$ cat src/accr_pkg.sv
package accr_pkg;

  // ----------------------------------------------------------------
  // Register offsets and reset values
  // ----------------------------------------------------------------
  localparam logic [7:0] OFS_MODE = 8'h00;
  localparam logic [7:0] OFS_MISC1 = 8'h01;
  localparam logic [7:0] OFS_MISC2 = 8'h02;
  localparam logic [7:0] OFS_SAP = 8'h03;
  localparam logic [7:0] NUM_REGS = 8'h04;
  localparam logic [7:0] RST_MODE = 8'h00;
  localparam logic [7:0] RST_MISC1 = 8'h32;
  localparam logic [7:0] RST_MISC2 = 8'h62;
  localparam logic [7:0] RST_SAP = 8'h04;

  // ----------------------------------------------------------------
  // Field positions
  // ----------------------------------------------------------------
  localparam int MODE_RST_BIT = 7;
  localparam int MODE_LO_BIT = 3;
  localparam int M1_HPF_BIT = 7;
  localparam int M1_OTW_LSB = 5;
  localparam int M1_OC_BIT = 4;
  localparam int M1_RAMP_LSB = 2;
  localparam int M1_GAIN_LSB = 0;
  localparam int M2_PWM_LSB = 4;
  localparam int M2_OSR_BIT = 2;
  localparam int SAP_RATE_LSB = 6;
  localparam int SAP_SLOT_LSB = 3;
  localparam int SAP_FMT_LSB = 0;

  // Bus address of the device; the value is arbitrary.
  localparam logic [6:0] I2C_DEV_ADDR = 7'h6A;

  // ----------------------------------------------------------------
  // Types
  // ----------------------------------------------------------------
  typedef enum logic [1:0] {
    FMT_RIGHT = 2'b00,
    FMT_I2S = 2'b01,
    FMT_LEFT = 2'b10,
    FMT_DSP = 2'b11
  } accr_fmt_t;

  typedef struct packed {
    logic line_output_select;
    logic highpass_skip;
    logic [1:0] overtemp_warn_threshold;
    logic [7:0] overtemp_deg_c;
    logic [1:0] overcurrent_level_select;
    logic [3:0] ramp_frames_per_step;
    logic [1:0] gain_code;
    logic [8:0] gain_peak_dv;
    logic [5:0] switch_multiple;
    logic switch_code_ok;
    logic [7:0] modulator_oversample_ratio;
    logic [1:0] sample_rate_select;
    logic [3:0] slot_number;
    accr_fmt_t fmt_kind;
    logic [4:0] fmt_word_bits;
    logic fmt_ok;
  } accr_cfg_t;

endpackage

$ cat src/accr_regs.sv
`timescale 1ns/1ps
// Contract
// - Writing one to mode bit 7 resets the device; the bit reads zero.
// - Mode bit 3 picks speaker mode at zero, line output mode at one.
// - Bit 7 of first misc register at one bypasses the high-pass filter.
// - Misc bits 6-5 set warning temperature 140, 130, 120 or 110 C.
// - Misc bit 4 picks overcurrent level one or two; two after reset.
// - Misc bits 3-2 give one volume step per 1, 2, 4, 8 frame syncs.
// - Misc bits 1-0 give peak output 7.5, 15, 21 or 29 volts.
// - Second misc bits 6-4 give switching multiple 8, 10, 38 or 44.
// - Code 111 gives 48 times, 44.1 kHz only; codes 010-100 are reserved.
// - Second misc bit 2 picks oversampling of 64 or 128 times.
// - Port bits 5-3 pick TDM slot 1 to 8, or I2S channel 1 or 2.
// - Format codes 000-011 give right-justified words of 24, 20, 18, 16.
// - Codes 100, 101, 110 give I2S, left justified, DSP; 111 reserved.
// - Mode register resets to 0x00.
// - First misc register resets to 0x32.
// - Second misc register resets to 0x62.
// - Serial port register resets to 0x04.
// - Each acknowledged write byte advances the register pointer by one.
module accr_regs
  import accr_pkg::*;
(
  // Clock and reset.
  input wire logic clock,
  input wire logic rst,
  // Two-wire bus pins.
  input wire logic scl_in,
  input wire logic sda_in,
  output logic sda_out,
  output logic sda_oe,
  // Configuration towards the amplifier core.
  output accr_cfg_t cfg,
  output logic device_reset
);

  typedef enum logic [3:0] {
    ST_IDLE = 4'b0000,
    ST_DEV = 4'b0001,
    ST_DEV_ACK = 4'b0010,
    ST_SUB = 4'b0011,
    ST_SUB_ACK = 4'b0100,
    ST_WR = 4'b0101,
    ST_WR_ACK = 4'b0110,
    ST_RD = 4'b0111,
    ST_RD_ACK = 4'b1000
  } accr_state_t;

  // ----------------------------------------------------------------
  // Pin synchronisers and bus conditions
  // ----------------------------------------------------------------
  logic scl_s1_reg;
  logic scl_s2_reg;
  logic scl_s3_reg;
  logic sda_s1_reg;
  logic sda_s2_reg;
  logic sda_s3_reg;

  always_ff @(posedge clock) begin
    scl_s1_reg <= scl_in;
    scl_s2_reg <= scl_s1_reg;
    scl_s3_reg <= scl_s2_reg;
    sda_s1_reg <= sda_in;
    sda_s2_reg <= sda_s1_reg;
    sda_s3_reg <= sda_s2_reg;
  end

  wire scl_rise = scl_s2_reg & ~scl_s3_reg;
  wire scl_fall = ~scl_s2_reg & scl_s3_reg;
  wire scl_high = scl_s2_reg & scl_s3_reg;
  wire bus_start = scl_high & sda_s3_reg & ~sda_s2_reg;
  wire bus_stop = scl_high & ~sda_s3_reg & sda_s2_reg;

  // ----------------------------------------------------------------
  // Register file
  // ----------------------------------------------------------------
  logic [7:0] regs_reg [0:3];
  logic soft_rst_reg;
  logic [7:0] ptr_reg;
  logic [7:0] shift_reg;
  logic wr_en;

  wire ptr_mapped = ptr_reg < NUM_REGS;
  wire wr_mode = wr_en && ptr_reg == OFS_MODE;
  // The reset bit is never stored, so it always reads back as zero.
  wire [7:0] wr_val = wr_mode ? {1'b0, shift_reg[6:0]} : shift_reg;
  // Unmapped offsets read as zero and ignore writes.
  wire [7:0] rd_byte = ptr_mapped ? regs_reg[ptr_reg[1:0]] : 8'h00;

  always_ff @(posedge clock) begin
    if (rst || soft_rst_reg) begin
      regs_reg[0] <= RST_MODE;
      regs_reg[1] <= RST_MISC1;
      regs_reg[2] <= RST_MISC2;
      regs_reg[3] <= RST_SAP;
    end else if (wr_en && ptr_mapped) begin
      regs_reg[ptr_reg[1:0]] <= wr_val;
    end
  end

  // The soft reset lasts one cycle and leaves the bus engine running, so
  // the acknowledge of the byte that asked for it still completes.
  always_ff @(posedge clock) begin
    if (rst) begin
      soft_rst_reg <= 1'b0;
    end else begin
      soft_rst_reg <= wr_mode && shift_reg[MODE_RST_BIT];
    end
  end

  assign device_reset = soft_rst_reg;

  // ----------------------------------------------------------------
  // Bus engine
  // ----------------------------------------------------------------
  accr_state_t state_reg;
  accr_state_t state_next;
  logic [3:0] cnt_reg;
  logic [3:0] cnt_next;
  logic [7:0] shift_next;
  logic [7:0] ptr_next;
  logic oe_reg;
  logic oe_next;

  always_comb begin
    state_next = state_reg;
    cnt_next = cnt_reg;
    shift_next = shift_reg;
    ptr_next = ptr_reg;
    oe_next = oe_reg;
    wr_en = 1'b0;
    if (bus_stop) begin
      state_next = ST_IDLE;
      oe_next = 1'b0;
    end else if (bus_start) begin
      state_next = ST_DEV;
      cnt_next = 4'h0;
      oe_next = 1'b0;
    end else if (scl_rise) begin
      case (state_reg)
        ST_DEV, ST_SUB, ST_WR: begin
          shift_next = {shift_reg[6:0], sda_s2_reg};
          cnt_next = 4'(cnt_reg + 4'h1);
        end
        ST_RD_ACK: begin
          if (sda_s2_reg) begin
            state_next = ST_IDLE;
          end
        end
        default: begin
        end
      endcase
    end else if (scl_fall) begin
      case (state_reg)
        ST_DEV: begin
          if (cnt_reg == 4'h8) begin
            if (shift_reg[7:1] == I2C_DEV_ADDR) begin
              state_next = ST_DEV_ACK;
              oe_next = 1'b1;
            end else begin
              state_next = ST_IDLE;
            end
          end
        end
        ST_DEV_ACK: begin
          if (shift_reg[0]) begin
            state_next = ST_RD;
            shift_next = rd_byte;
            oe_next = ~rd_byte[7];
            cnt_next = 4'h1;
          end else begin
            state_next = ST_SUB;
            oe_next = 1'b0;
            cnt_next = 4'h0;
          end
        end
        ST_SUB: begin
          if (cnt_reg == 4'h8) begin
            state_next = ST_SUB_ACK;
            oe_next = 1'b1;
            ptr_next = shift_reg;
          end
        end
        ST_WR: begin
          if (cnt_reg == 4'h8) begin
            state_next = ST_WR_ACK;
            oe_next = 1'b1;
            wr_en = 1'b1;
            ptr_next = 8'(ptr_reg + 8'h01);
          end
        end
        ST_SUB_ACK, ST_WR_ACK: begin
          state_next = ST_WR;
          oe_next = 1'b0;
          cnt_next = 4'h0;
        end
        ST_RD: begin
          if (cnt_reg == 4'h8) begin
            state_next = ST_RD_ACK;
            oe_next = 1'b0;
            ptr_next = 8'(ptr_reg + 8'h01);
          end else begin
            shift_next = {shift_reg[6:0], 1'b0};
            oe_next = ~shift_reg[6];
            cnt_next = 4'(cnt_reg + 4'h1);
          end
        end
        ST_RD_ACK: begin
          state_next = ST_RD;
          shift_next = rd_byte;
          oe_next = ~rd_byte[7];
          cnt_next = 4'h1;
        end
        default: begin
          state_next = ST_IDLE;
        end
      endcase
    end
  end

  always_ff @(posedge clock) begin
    if (rst) begin
      state_reg <= ST_IDLE;
      cnt_reg <= 4'h0;
      shift_reg <= 8'h00;
      ptr_reg <= 8'h00;
      oe_reg <= 1'b0;
    end else begin
      state_reg <= state_next;
      cnt_reg <= cnt_next;
      shift_reg <= shift_next;
      ptr_reg <= ptr_next;
      oe_reg <= oe_next;
    end
  end

  // Open-drain: the line is only ever pulled low.
  assign sda_out = 1'b0;
  assign sda_oe = oe_reg;

  // ----------------------------------------------------------------
  // Field decode
  // ----------------------------------------------------------------
  wire [7:0] mode_r = regs_reg[0];
  wire [7:0] misc1_r = regs_reg[1];
  wire [7:0] misc2_r = regs_reg[2];
  wire [7:0] sap_r = regs_reg[3];
  wire [1:0] otw_code = misc1_r[M1_OTW_LSB +: 2];
  wire [1:0] ramp_code = misc1_r[M1_RAMP_LSB +: 2];
  wire [1:0] gain_code = misc1_r[M1_GAIN_LSB +: 2];
  wire [2:0] pwm_code = misc2_r[M2_PWM_LSB +: 3];
  wire [1:0] rate_code = sap_r[SAP_RATE_LSB +: 2];
  wire [2:0] fmt_code = sap_r[SAP_FMT_LSB +: 3];

  assign cfg.line_output_select = mode_r[MODE_LO_BIT];
  assign cfg.highpass_skip = misc1_r[M1_HPF_BIT];
  assign cfg.overtemp_warn_threshold = otw_code;
  assign cfg.overtemp_deg_c = (otw_code == 2'h0) ? 8'h8C :
                              (otw_code == 2'h1) ? 8'h82 :
                              (otw_code == 2'h2) ? 8'h78 : 8'h6E;
  assign cfg.overcurrent_level_select = misc1_r[M1_OC_BIT] ? 2'h2 : 2'h1;
  assign cfg.ramp_frames_per_step = 4'(4'h1 << ramp_code);
  assign cfg.gain_code = gain_code;
  assign cfg.gain_peak_dv = (gain_code == 2'h0) ? 9'h04B :
                            (gain_code == 2'h1) ? 9'h096 :
                            (gain_code == 2'h2) ? 9'h0D2 : 9'h122;
  // Reserved switching codes report a zero multiple and are flagged bad.
  assign cfg.switch_multiple = (pwm_code == 3'h0) ? 6'h08 :
                               (pwm_code == 3'h1) ? 6'h0A :
                               (pwm_code == 3'h5) ? 6'h26 :
                               (pwm_code == 3'h6) ? 6'h2C :
                               (pwm_code == 3'h7) ? 6'h30 : 6'h00;
  assign cfg.switch_code_ok = (pwm_code == 3'h7) ? (rate_code == 2'h0) :
                              (cfg.switch_multiple != 6'h00);
  assign cfg.modulator_oversample_ratio = misc2_r[M2_OSR_BIT] ? 8'h80 : 8'h40;
  assign cfg.sample_rate_select = rate_code;
  assign cfg.slot_number = 4'({1'b0, sap_r[SAP_SLOT_LSB +: 3]} + 4'h1);
  assign cfg.fmt_kind = fmt_code[2] ? accr_fmt_t'(fmt_code[1:0] + 2'h1) : FMT_RIGHT;
  assign cfg.fmt_word_bits = (fmt_code == 3'h0) ? 5'h18 :
                             (fmt_code == 3'h1) ? 5'h14 :
                             (fmt_code == 3'h2) ? 5'h12 :
                             (fmt_code == 3'h3) ? 5'h10 : 5'h00;
  assign cfg.fmt_ok = fmt_code != 3'h7;
endmodule

$ cat config.mk
export PLATFORM = sky130hd
export DESIGN_NAME = accr_regs
export DESIGN_NICKNAME = d
export VERILOG_FILES = /design/src/accr_pkg.sv /design/src/accr_regs.sv
export SDC_FILE = /design/constraint.sdc
export NUM_CORES = 1
export LEC_CHECK = 0
export BUFFER_PORTS_ARGS = -buffer_cell sky130_fd_sc_hd__buf_4
export CAP_MARGIN = 20
export CORE_MARGIN = 10
export CORE_UTILIZATION = 30
export CTS_BUF_LIST = sky130_fd_sc_hd__clkbuf_2 sky130_fd_sc_hd__clkbuf_4 sky130_fd_sc_hd__clkbuf_8
export CTS_CLUSTER_DIAMETER = 200
export CTS_CLUSTER_SIZE = 12
export DETAILED_ROUTE_END_ITERATION = 7
export GPL_TIMING_DRIVEN = 0
export PLACE_DENSITY = 0.52
export SETUP_SLACK_MARGIN = 0.4
export SYNTH_ARGS = -nofsm -noshare
export SYNTH_HDL_FRONTEND = slang
export SYNTH_SLANG_ARGS = --single-unit
$ cat constraint.sdc
create_clock -name clock -period 7.5 [get_ports clock]
set_input_delay 1.5 -clock clock [delete_from_list [all_inputs] [get_ports clock]]
set_output_delay 1.5 -clock clock [all_outputs]
set_load 0.03 [all_outputs]
# Yosys cells after proc, flatten, opt, wreduce, memory -nomap -nowiden
# Memories as Yosys holds them, arrays and structs flattened. A register that Yosys moved wholly into a read port is not among the register bits.
# Index checks and enable logic that the tools add are counted.
# Widths: inputs -> output; s select.
# totals
input_bits	4
elab_cells	183
memories	1
output_inout_bits	61
regBits	32
ram_bits	32
# mem_list
name	words	width	read_ports	rd_ports_with_merged_regs	write_ports	line	source
regs_reg	4	8	5	1	4	accr_regs.sv:77	logic [7:0] regs_reg [0:3];
# op_classes
bitwise_logic	16
eq_ne	44
mux	71
magnitude_cmp	1
n_addsub	4
reduce_logical	31
n_shift	1
# op_table
cell	n
$mux 8	13
$mux 4	13
$mux 6	5
$pmux 4 s7	1
$reduce_and 7->1	4
$mux 9	3
$mux 5	5
$pmux 8 s3	1
$ne 3x3->1 const B	7
$mux 1	20
$ne 4x4->1 const B	5
$reduce_bool 6->1	3
$eq 4x3->1 const B	4
$pmux 4 s4	1
$pmux 8 s2	1
$mux 2	6
$reduce_and 6->1	2
$eq 3x3->1 const B	3
$not 1->1	9
$add 8x1->8 const B	1
$eq 4x2->1 const B	2
$eq 4x4->1 const B	2
$logic_not 8->1	1
$lt 8x3->1 const B	1
28 further kinds	55

# Logic depth before layout (Yosys ltp)
# Gate-level depths: netlist (run 1).
# depth
ltp_word	13
depth_mapped	8
depth_no_buf	7

# Worst setup path before layout (run 1)
# OpenSTA, ideal clock, no wires.
# synth_path
kind	register to output
startpoint	mem regs_reg[3][0]
endpoint	out cfg[2] (netlist name)
path_slack_ns	4.253
required_time_ns	6.000
path_buffers	0
arrival_ns	1.747
stages_incl_launch_ff	4
path_cell_list	edfxtp_1 -> inv_1 -> ha_1 -> nor4b_1
# synth_rtl
element	line	source
start, declared	accr_regs.sv:77	
end, declared	accr_regs.sv:33	output accr_cfg_t cfg,

==> results of run 1 <==
[stage by stage]
| step | worst slack [ns] | hold WS (ns) | utilization [%] | cell area [um^2] | total power [mW] |
|---|---|---|---|---|---|
| 2_1_floorplan | 4.253 | 0.3096 | - | 4197 | 0.4677 |
| 3_3_place_gp | 3.973 | 0.3278 | 35.93 | 4815 | 0.4945 |
| 3_5_place_dp | 3.870 | 0.3179 | 35.97 | 4820 | 0.4958 |
| 4_1_cts | 4.230 | 0.3362 | 37.46 | 5020 | 0.8049 |
| 5_1_grt | 4.033 | 0.3458 | 37.46 | 5020 | 0.8319 |
| 6_report | 4.248 | 0.3345 | 37.46 | 5020 | 0.7974 |
[placed cells by master (no fill, tap or decap), types with 5 or more instances in the layout]
cell	n
nand2_1	25
clkbuf_1	9
dfxtp_1	34
a211oi_1	8
conb_1	11
nor2_1	31
nand2b_1	14
a21oi_1	19
nor4_1	9
and3_1	6
nand3b_1	5
clkbuf_8	9
inv_1	21
and2_1	21
ha_1	21
buf_2	6
o21ai_0	18
nor2b_1	11
buf_4	81
nor3_1	10
a22oi_1	12
edfxtp_1	32
nand3_1	8
mux4_2	8
[kinds of logic (layout without fill, tap and decap cells)]
family	after synthesis	after routing	share of synthesized area [%]
AOI/OAI and AO/OA	86	86	15.21
and+or+nand+nor	172	172	24.56
buffers and inverters	67	136	9.107
xor gates and xnor gates	3	3	0.6313
other	2	11	0.1804
DFF	66	66	39.43
adders and majority gates	21	21	6.312
muxes	9	9	4.569
[power by group through the flow]
stage	Combinational, mW	Sequential [mW]	Clock (mW)
after global placement	0.0908	0.404	0
after detailed placement	0.0917	0.404	0
after global routing	0.0994	0.397	0.335
after floorplan	0.0679	0.400	0
final	0.0918	0.396	0.310
after CTS	0.0920	0.396	0.317
[worst max path at each step]
stage / start / to / slack [ns] / cells after the start
floorplan: regs_reg[3][0]$_DFFE_PP_ / cfg[2] / 4.25 / 3
global placement: rst / regs_reg[0][4]$_SDFFCE_PN0P_ / 3.97 / 6
detailed placement: rst / regs_reg[0][4]$_SDFFCE_PN0P_ / 3.87 / 6
CTS: regs_reg[1][5]$_SDFFCE_PN1P_ / cfg[52] / 4.23 / 6
global route: rst / regs_reg[0][0]$_SDFFCE_PN0P_ / 4.03 / 6
finish: rst / regs_reg[0][4]$_SDFFCE_PN0P_ / 4.25 / 6
[synth_stat cells (all sizes together), types with 2 or more instances]
master,number,area [um^2]
a221oi,2,23.77
a2111oi,2,42.54
o21ai,18,90.09
nand4,4,25.02
xor2,2,17.52
conb,2,7.510
and2,22,137.6
nor2,31,116.4
o211ai,3,22.52
clkbuf,9,33.78
nor3,13,80.08
o21a,2,15.01
nand3b,5,37.54
a21oi,19,95.09
a22o,2,17.52
and3,6,37.54
nand3,8,40.04
edfxtp,32,960.9
nand2b,14,87.58
inv,21,78.83
dfxtp,34,680.7
nor2b,11,68.82
a22oi,12,90.09
or2,4,25.02
o31ai,2,15.01
a311oi,5,62.56
ha,21,262.8
and3b,3,26.28
and4b,2,23.77
nand2,25,93.84
mux4,8,180.2
a21o,4,30.03
nor4,11,90.08
a211oi,8,60.06
buf,37,266.5
nor3b,3,22.52
nor4b,4,56.30
nand4b,2,17.52
[routing by layer]
metal  up-vias  share of wire [%]
met4         0               0.73
met5         -                  0
met3         6                7.6
met2        93                 48
li1       1659                  -
met1      1622                 43
[area by class of cell]
cell class | instances | area share, %
Multi-Input combinational cell | 302 | 43.44
Sequential cell | 66 | 32.70
Timing Repair Buffer | 53 | 7.926
Buffer | 46 | 5.982
Tap cell | 176 | 4.387
Clock buffer | 9 | 2.468
Inverter | 21 | 1.570
Clock inverter | 7 | 1.520
[critical path, cell delays in order]
cell      delay (ns)
buf_4           0.14
nor2_1          0.28
nand3_1         0.22
buf_2           0.23
nor3_2          0.39
nand2b_1        0.47
==> results.tsv, run 1 <==
metric	value	unit
post-dp-hpwl	8.522	mm
grt_busiest_layer	met2	
fin_nets	524	
cp.arrival	3.24	ns
die_area	18990	um^2
gp_routability_congestion	0.8605	
regArea	1642	um^2
pwr-share-seq	49.6	%
firstDrtPassIters	4	
p_leak	1.968	nW
clkTransAtPathRegs	0.08	ns
power_switching	222.0	uW
die_width	137.8	um
maxCapViolations	0	
crit_type	input port to register	
synth_area	4163	um^2
worstMarginPinSlew	0.9266	ns
met3_usage	2.877	%
critPathLaunchType	input port	
cts_root_buffer	clkbuf_8	
n_antenna_cell	0	
fmax	307.5	MHz
yosys_warnings	0	
grt_use_met2	19.80	%
initial_utilization	31.06	%
seq_area_frac_synth	39.43	%
fin_skew	0.01126	ns
die_y	137.8	um
layout_min_cycle_time	3.252	ns
antenna_found_initial	0	
cp.required	7.49	ns
coreArea	13400	um^2
ctsResizeCount	0	
p_per_area	158.8	nW/um^2
vias_per_cell	4.971	
numCtsBuffers	9	
p_int	575.4	uW
nFillCells	1371	
synth_cell_type_count	64	
syn_inst	426	
cts_tree	built	
vdd_ir_drop_max	0.08629	mV
p_clk_share	38.9	%
portBuffers	53	
drc	0	
final_cells	680	
r2r_setup_slack	4.39	ns
combPwrFrac	11.5	%
rr_startpoint	scl_s3_reg$_DFF_P_	
crit_fanout	10	
setup_tns	0	ns
htreeDepth	3	
rsz0062_at_grt	no	
synthFlopType	dfxtp_1	
clock_sinks	66	
grt_pass1_wl	17.73	mm
whs_path_depth	0	
synth.avg_cell_area	9.772	um^2
status	finished, final reports clean	
hold_viol_final	0	
io_pins	65	
largest_register_ffs	32	
min-delay-start	sda_s1_reg$_DFF_P_	
p_sw_share	27.84	%
synth_edf_count	32	
r2r_end	regs_reg[0][4]$_SDFFCE_PN0P_	
drtAntennaViolNets	0	
postCtsSetupBuffers	0	
multi_input_area	2181	um^2
fin_crit_sh	43.36	%
hp-class	register to register	
drt-initial-drc-count	259	
rows	42	
drt_wl_total	11.15	mm
dp_cells	664	
ys_ff_latch	66	
grt_max_degree	14	
met1_usage	14.58	%
maxSlewHeadroom	37.86	%
postCtsHoldBufs	0	
vias	3380	
track_usage	11.70	%
grt_pass1_vias	3321	
finalMaxSlewViolations	0	
overflow	0	
ff2ff_path_depth	8	
end_kind	register	
hold_end	sda_s2_reg$_DFF_P_	
routedWlPerCell	16.40	um
area_growth	20.59	%
setup_viol_count_final	0	
drive_gt1_share	26.79	%
clk_path_buf_depth	2	
ys_async_sr_fraction	0	%
insertion_delay	0.34	ns
Note: power is estimated with default switching activity, not from simulation.
==> run 2: changes to the inputs <==
PLACE_DENSITY = 0.53   (was 0.52)
clock period = 2.65 ns   (was 7.5 ns; I/O delays follow)
==> run 2 against run 1 <==
  * Total power increased to 2.9 times the previous value
  * Wire length increased by 2.0%
  * Largest cell class unchanged
  * Sequential power increased to 2.8 times the previous value
==> results.tsv, run 2 (synthesis results as in run 1) <==
metric	value	unit	change
portBuffers	53		unchanged
insertion_delay	0.35	ns	was 0.34 ns
drive_gt1_share	32.44	%	was 26.79%
dp_cells	664		unchanged
nFillCells	1355		was 1371
r2r_end	regs_reg[3][2]$_DFFE_PP_		was regs_reg[0][4]$_SDFFCE_PN0P_
rr_startpoint	device_reset$_SDFF_PP0_		was scl_s3_reg$_DFF_P_
largest_register_ffs	32		unchanged
drtAntennaViolNets	0		unchanged
overflow	0		unchanged
routedWlPerCell	16.25	um	was 16.40 um
min-delay-start	sda_in		was sda_s1_reg$_DFF_P_
final_cell_mix	buf_4 (99), dfxtp_1 (32), edfxtp_1 (32), nor2_1 (31), nand2_1 (25)		was buf_4 (81), dfxtp_1 (34), edfxtp_1 (32), nor2_1 (31), nand2_1 (25)
drt-initial-drc-count	340		was 259
cts_root_buffer	clkbuf_8		unchanged
setup_tns	0	ns	unchanged
grt_pass1_wl	17.69	mm	was 17.73 mm
p_leak	2.090	nW	was 1.968 nW
fin_nets	544		was 524
clkTransAtPathRegs	0.08	ns	about the same
crit_type	register to primary output		was input port to register
end_kind	primary output		was register
setup_viol_count_final	0		unchanged
rsz0062_at_grt	yes		was no
die_area	18990	um^2	unchanged
worstMarginPinSlew	0.9611	ns	was 0.9266 ns
post-dp-hpwl	8.381	mm	was 8.522 mm
finalMaxSlewViolations	0		unchanged
hold_end	sda_s1_reg$_DFF_P_		was sda_s2_reg$_DFF_P_
firstDrtPassIters	5		was 4
r2r_setup_slack	0.50	ns	was 4.39 ns
drt_wl_total	11.37	mm	was 11.15 mm
numCtsBuffers	9		unchanged
fin_crit_sh	81.80	%	
whs_path_depth	1		was 0
maxSlewHeadroom	35.69	%	was 37.86%
maxCapViolations	0		unchanged
vias_per_cell	4.956		was 4.971
hold_ws	0.2844	ns	was 0.3345 ns
grt_max_degree	14		unchanged
final_cells	700		was 680
cp.arrival	1.64	ns	was 3.24 ns
rows	42		unchanged
die_width	137.8	um	unchanged
critPathLaunchType	register		was input port
fin_ws	0.4822	ns	was 4.248 ns
n_antenna_cell	0		unchanged
fmax	461.3	MHz	
p_per_area	425.4	nW/um^2	was 158.8 nW/um^2
post-place-ws	-0.2552	ns	was 3.870 ns
clk_path_buf_depth	2		unchanged
htreeDepth	3		unchanged
hp-class	input port to register		was register to register
status	finished, final reports clean		unchanged
track_usage	11.71	%	was 11.70%
io_pins	65		unchanged
die_y	137.8	um	unchanged
ff2ff_path_depth	5		was 8
grt_pass1_vias	3264		was 3321
drc	0		unchanged
postCtsHoldBufs	0		unchanged
mostFrequentLayoutCell	buf_4		unchanged
antenna_found_initial	0		unchanged
crit_fanout	3		was 10
vdd_ir_drop_max	0.2922	mV	was 0.08629 mV
layout_min_cycle_time	2.168	ns	
vias	3469		was 3380
area_growth	28.52	%	was 20.59%
gp_routability_congestion	0.8891		was 0.8605
coreArea	13400	um^2	unchanged
power.total	2.276	mW	was 797.4 uW
hold_viol_final	0		unchanged
cp.required	2.12	ns	was 7.49 ns
initial_utilization	31.06	%	unchanged
clock_sinks	66		unchanged
fin_skew	0.007793	ns	was 0.01126 ns
cts_tree	built		unchanged
-- run 2: cell type report --
cell class / count / area, um^2 / share of cell area (%)
multi-input combinational: 302 / 2333 / 43.62
clock inverter: 7 / 76.32 / 1.427
tap: 176 / 220.2 / 4.116
timing repair buffer: 73 / 564.3 / 10.55
clock buffer: 9 / 123.9 / 2.315
buffer: 46 / 306.5 / 5.730
inverter: 21 / 78.83 / 1.473
sequential: 66 / 1647 / 30.78
-- run 2: power breakdown --
group / total, mW / internal, mW / leakage, nW / switching (mW)
logic: 0.281 / 0.109 / 1.41 / 0.172
registers: 1.12 / 1.09 / 0.583 / 0.0285
clock network: 0.875 / 0.441 / 0.0962 / 0.434
-- run 2: stage by stage --
step	instance area, um^2	util, %
5_1_grt	5350	39.93
2_1_floorplan	4215	-
3_3_place_gp	4833	36.07
3_5_place_dp	4833	36.07
4_1_cts	5219	38.94
6_report	5350	39.93
-- run 2: worst max-delay path: stages (launching register included) --
cell and delay (ns):
edfxtp_1 0.41, inv_2 0.07, ha_1 0.20, or2_2 0.30, inv_1 0.07, buf_4 0.10
buf_4 0.14
-- run 2: per-layer routing --
metal,track usage (%),vias up,share of wire [%]
li1,-,1700,-
met1,14.98,1647,42
met2,19.19,114,48
met3,2.877,8,8.9
met4,3.244,0,0.61
met5,0,-,0
-- run 2: worst max-delay path by stage --
stage                                       startpoint                           end  slack [ns]  depth (start not counted)
after global placement              scl_s3_reg$_DFF_P_  regs_reg[2][4]$_SDFFCE_PN0P_       -0.25                          7
after floorplan                     scl_s3_reg$_DFF_P_  regs_reg[0][0]$_SDFFCE_PN0P_        0.41                          8
after CTS                           scl_s3_reg$_DFF_P_  regs_reg[0][4]$_SDFFCE_PN0P_        0.40                          8
after global routing                scl_s3_reg$_DFF_P_       ptr_reg[1]$_SDFFE_PP0P_        0.34                          7
final                     regs_reg[1][5]$_SDFFCE_PN1P_                       cfg[52]        0.48                          6
after detailed placement            scl_s3_reg$_DFF_P_  regs_reg[2][6]$_SDFFCE_PN1P_       -0.26                          7
-- run 2: what timing repair did --
item / in CTS / in global routing
setup buffers: 10 / 10
pin swaps: 9 / 6
resized for setup: 17 / 12
endpoints found under the setup margin: 68 / 65
==> run 3: changes to the inputs <==
ABC_AREA = 1   (was not set)
PLACE_DENSITY = 0.52   (was 0.53)
clock period = 2 ns   (was 2.65 ns; I/O delays follow)
==> run 3 against run 2 <==
  * Die area increased by 0.20%
  * Register-to-register slack got worse by 0.38 ns
  * Wire length increased by 14%
  * Critical path type unchanged
  * Critical endpoint is now cfg[2]
  * Highest routed layer unchanged
==> results.tsv, run 3 <==
metric	value	unit	change
power_switching	970.0	uW	was 635.3 uW
finalMaxSlewViolations	0		unchanged
critical_path_buf_inv_count	2		was 4
maxSlewHeadroom	60.87	%	was 35.69%
startpoint	regs_reg[3][0]$_DFFE_PP_		was regs_reg[1][5]$_SDFFCE_PN1P_
track_usage	13.01	%	was 11.71%
cts_root_buffer	clkbuf_8		unchanged
cp.required	1.60	ns	was 2.12 ns
crit_type	register to primary output		unchanged
largest_register_ffs	32		unchanged
placed_area	4949	um^2	was 4833 um^2
seq_area_frac_synth	39.34	%	was 39.43%
worstMarginPinSlew	0.5870	ns	was 0.9611 ns
die_width	137.9	um	was 137.8 um
routedWlPerCell	14.37	um	was 16.25 um
rr_startpoint	scl_s2_reg$_DFF_P_		was device_reset$_SDFF_PP0_
grt_pass1_wl	19.72	mm	was 17.69 mm
critical_path.cell_chain	inv_2 > ha_1 > nand3_2 > nor2_2 > buf_6		was inv_2 > ha_1 > or2_2 > inv_1 > buf_4 > buf_4
antenna_found_initial	0		unchanged
yosys-top-cells-area	edfxtp_1 (23%), dfxtp_1 (16%), nand2_1 (12%)		was edfxtp_1 (23%), dfxtp_1 (16%), ha_1 (6.3%)
synth.cells.most_frequent	nand2_1 (134), nor2_1 (103), inv_1 (78)		was dfxtp_1 (34), edfxtp_1 (32), nor2_1 (31)
status	finished, final reports clean		unchanged
final_cells	906		was 700
rsz0062_at_grt	yes		unchanged
min-delay-start	sda_in		unchanged
hold_ws	0.1474	ns	was 0.2844 ns
vdd_ir_drop_max	0.3257	mV	was 0.2922 mV
synthFlopType	dfxtp_1		unchanged
fin_skew	0.007915	ns	was 0.007793 ns
end_kind	primary output		unchanged
postCtsHoldBufs	0		unchanged
yosys.area.top_type	edfxtp_1		unchanged
mostFrequentLayoutCell	nand2_1		was buf_4
initial_utilization	30.30	%	was 31.06%
drtAntennaViolNets	0		unchanged
critPathLaunchType	register		unchanged
insertion_delay	0.35	ns	about the same
grt_max_degree	13		was 14
drc	0		unchanged
die_area	19030	um^2	was 18990 um^2
yosysTopAreaCellShare	23.03	%	was 23.08%
vias_per_cell	4.637		was 4.956
synth_edf_count	32		unchanged
dp_cells	824		was 664
p_int	2.420	mW	was 1.641 mW
clkTransAtPathRegs	0.08	ns	about the same
firstDrtPassIters	5		unchanged
overflow	0		unchanged
rows	43		was 42
vias	4201		was 3469
p_sw_share	28.62	%	was 27.91%
htreeDepth	3		unchanged
cp_top_family	flip-flops		unchanged
coreArea	13770	um^2	was 13400 um^2
slowest_delay	0.50	ns	was 0.41 ns
layout_min_cycle_time	1.891	ns	
fin_crit_sh	94.55	%	
p_per_area	503.3	nW/um^2	was 425.4 nW/um^2
ys_async_sr_fraction	0	%	unchanged
n_antenna_cell	0		unchanged
portBuffers	52		was 53
cp.arrival	1.49	ns	was 1.64 ns
synth_cell_type_count	33		was 64
hold_viol_final	0		unchanged
synth.avg_cell_area	7.157	um^2	was 9.772 um^2
hp-class	input port to register		unchanged
clock_sinks	66		unchanged
final_cell_mix	nand2_1 (106), buf_4 (73), buf_6 (68), nor2_1 (67), inv_1 (47)		was buf_4 (99), dfxtp_1 (32), edfxtp_1 (32), nor2_1 (31), nand2_1 (25)
nFillCells	1318		was 1355
die_y	137.9	um	was 137.8 um
slowest_stage	edfxtp_1		unchanged
maxCapViolations	0		unchanged
drive_gt1_share	46.69	%	was 32.44%
drt-initial-drc-count	240		was 340
cts_tree	built		unchanged
combPwrFrac	18.8	%	was 12.4%
synth_area	4173	um^2	was 4163 um^2
fmax	528.8	MHz	
ys_ff_latch	66		unchanged
fin_nets	746		was 544
post-dp-hpwl	8.754	mm	was 8.381 mm
syn_inst	583		was 426
finalInstanceArea	6735	um^2	was 5350 um^2
p_clk_share	37.1	%	was 38.5%
drt_wl_total	13.02	mm	was 11.37 mm
yosys_warnings	0		unchanged
setup_tns	0	ns	unchanged
area_growth	61.41	%	was 28.52%
regArea	1660	um^2	was 1647 um^2
numCtsBuffers	9		unchanged
yosysMostFrequentCell	nand2_1		was dfxtp_1
setup_viol_count_final	0		unchanged
gp_routability_congestion	0.8674		was 0.8891
multi_input_area	2854	um^2	was 2333 um^2
crit_fanout	4		was 3
grt_pass1_vias	4105		was 3264
io_pins	65		unchanged
clk_path_buf_depth	2		unchanged
p_leak	2.872	nW	was 2.090 nW
pwr-share-seq	44.1	%	was 49.2%
## run 3: stage by stage
step           worst slack [ns]  total power, mW  utilization [%]
6_report                 0.1090            3.390            48.90
5_1_grt                 0.01451            3.535            48.90
4_1_cts                  0.1098            3.314            44.30
3_5_place_dp            -0.1808            1.968            35.93
3_3_place_gp            -0.1511            1.962            35.93
2_1_floorplan            0.1811            1.844                -
## run 3: area by class of cell
cell class / instances / share of cell area [%]
flip-flops and latches: 66 / 24.65
clock buffers: 10 / 1.951
inverters: 79 / 4.793
well taps: 180 / 3.344
clock inverters: 6 / 1.226
plain buffers: 37 / 4.589
repair buffers: 117 / 17.07
multi-input cells: 411 / 42.37
## run 3: power by group through the flow
stage	Combinational, mW	Clock (mW)	Sequential [mW]
final	0.637	1.26	1.49
after detailed placement	0.444	0	1.52
after CTS	0.547	1.28	1.49
after global placement	0.439	0	1.52
after global routing	0.694	1.34	1.50
after floorplan	0.330	0	1.51
## run 3: final timing paths
kind / endpoint / slack, ns / depth (start not counted)
max: cfg[2] / 0.11 / 5
min: sda_s1_reg$_DFF_P_ / 0.15 / 1
max reg2reg: ptr_reg[0]$_SDFFE_PP0P_ / 0.12 / 12
min reg2reg: sda_s2_reg$_DFF_P_ / 0.33 / 0
## run 3: cells by family after synthesis
kind of cell               after synthesis  synth area share (%)
AOI/OAI and AO/OA                       74                 9.415
xor gates and xnor gates                 2                0.4199
adders and majority gates               21                 6.297
buffers and inverters                  116                 13.07
DFF                                     66                 39.34
other                                    2                0.1800
and+or+nand+nor                        302                 31.27
## run 3: what timing repair did
action                     4_1_cts  5_1_grt
gates resized for setup        154      135
gates cloned                     2        0
setup endpoints to repair      121      127
pin swaps                       31       47
buffers inserted                45       19
## run 3: per-layer routing
layer | track usage [%] | up-vias | share of wire, %
li1 | - | 2106 | -
met1 | 14.75 | 1949 | 40
met2 | 23.46 | 130 | 52
met3 | 3.007 | 16 | 7.3
met4 | 4.229 | 0 | 1.5
met5 | 0 | - | 0
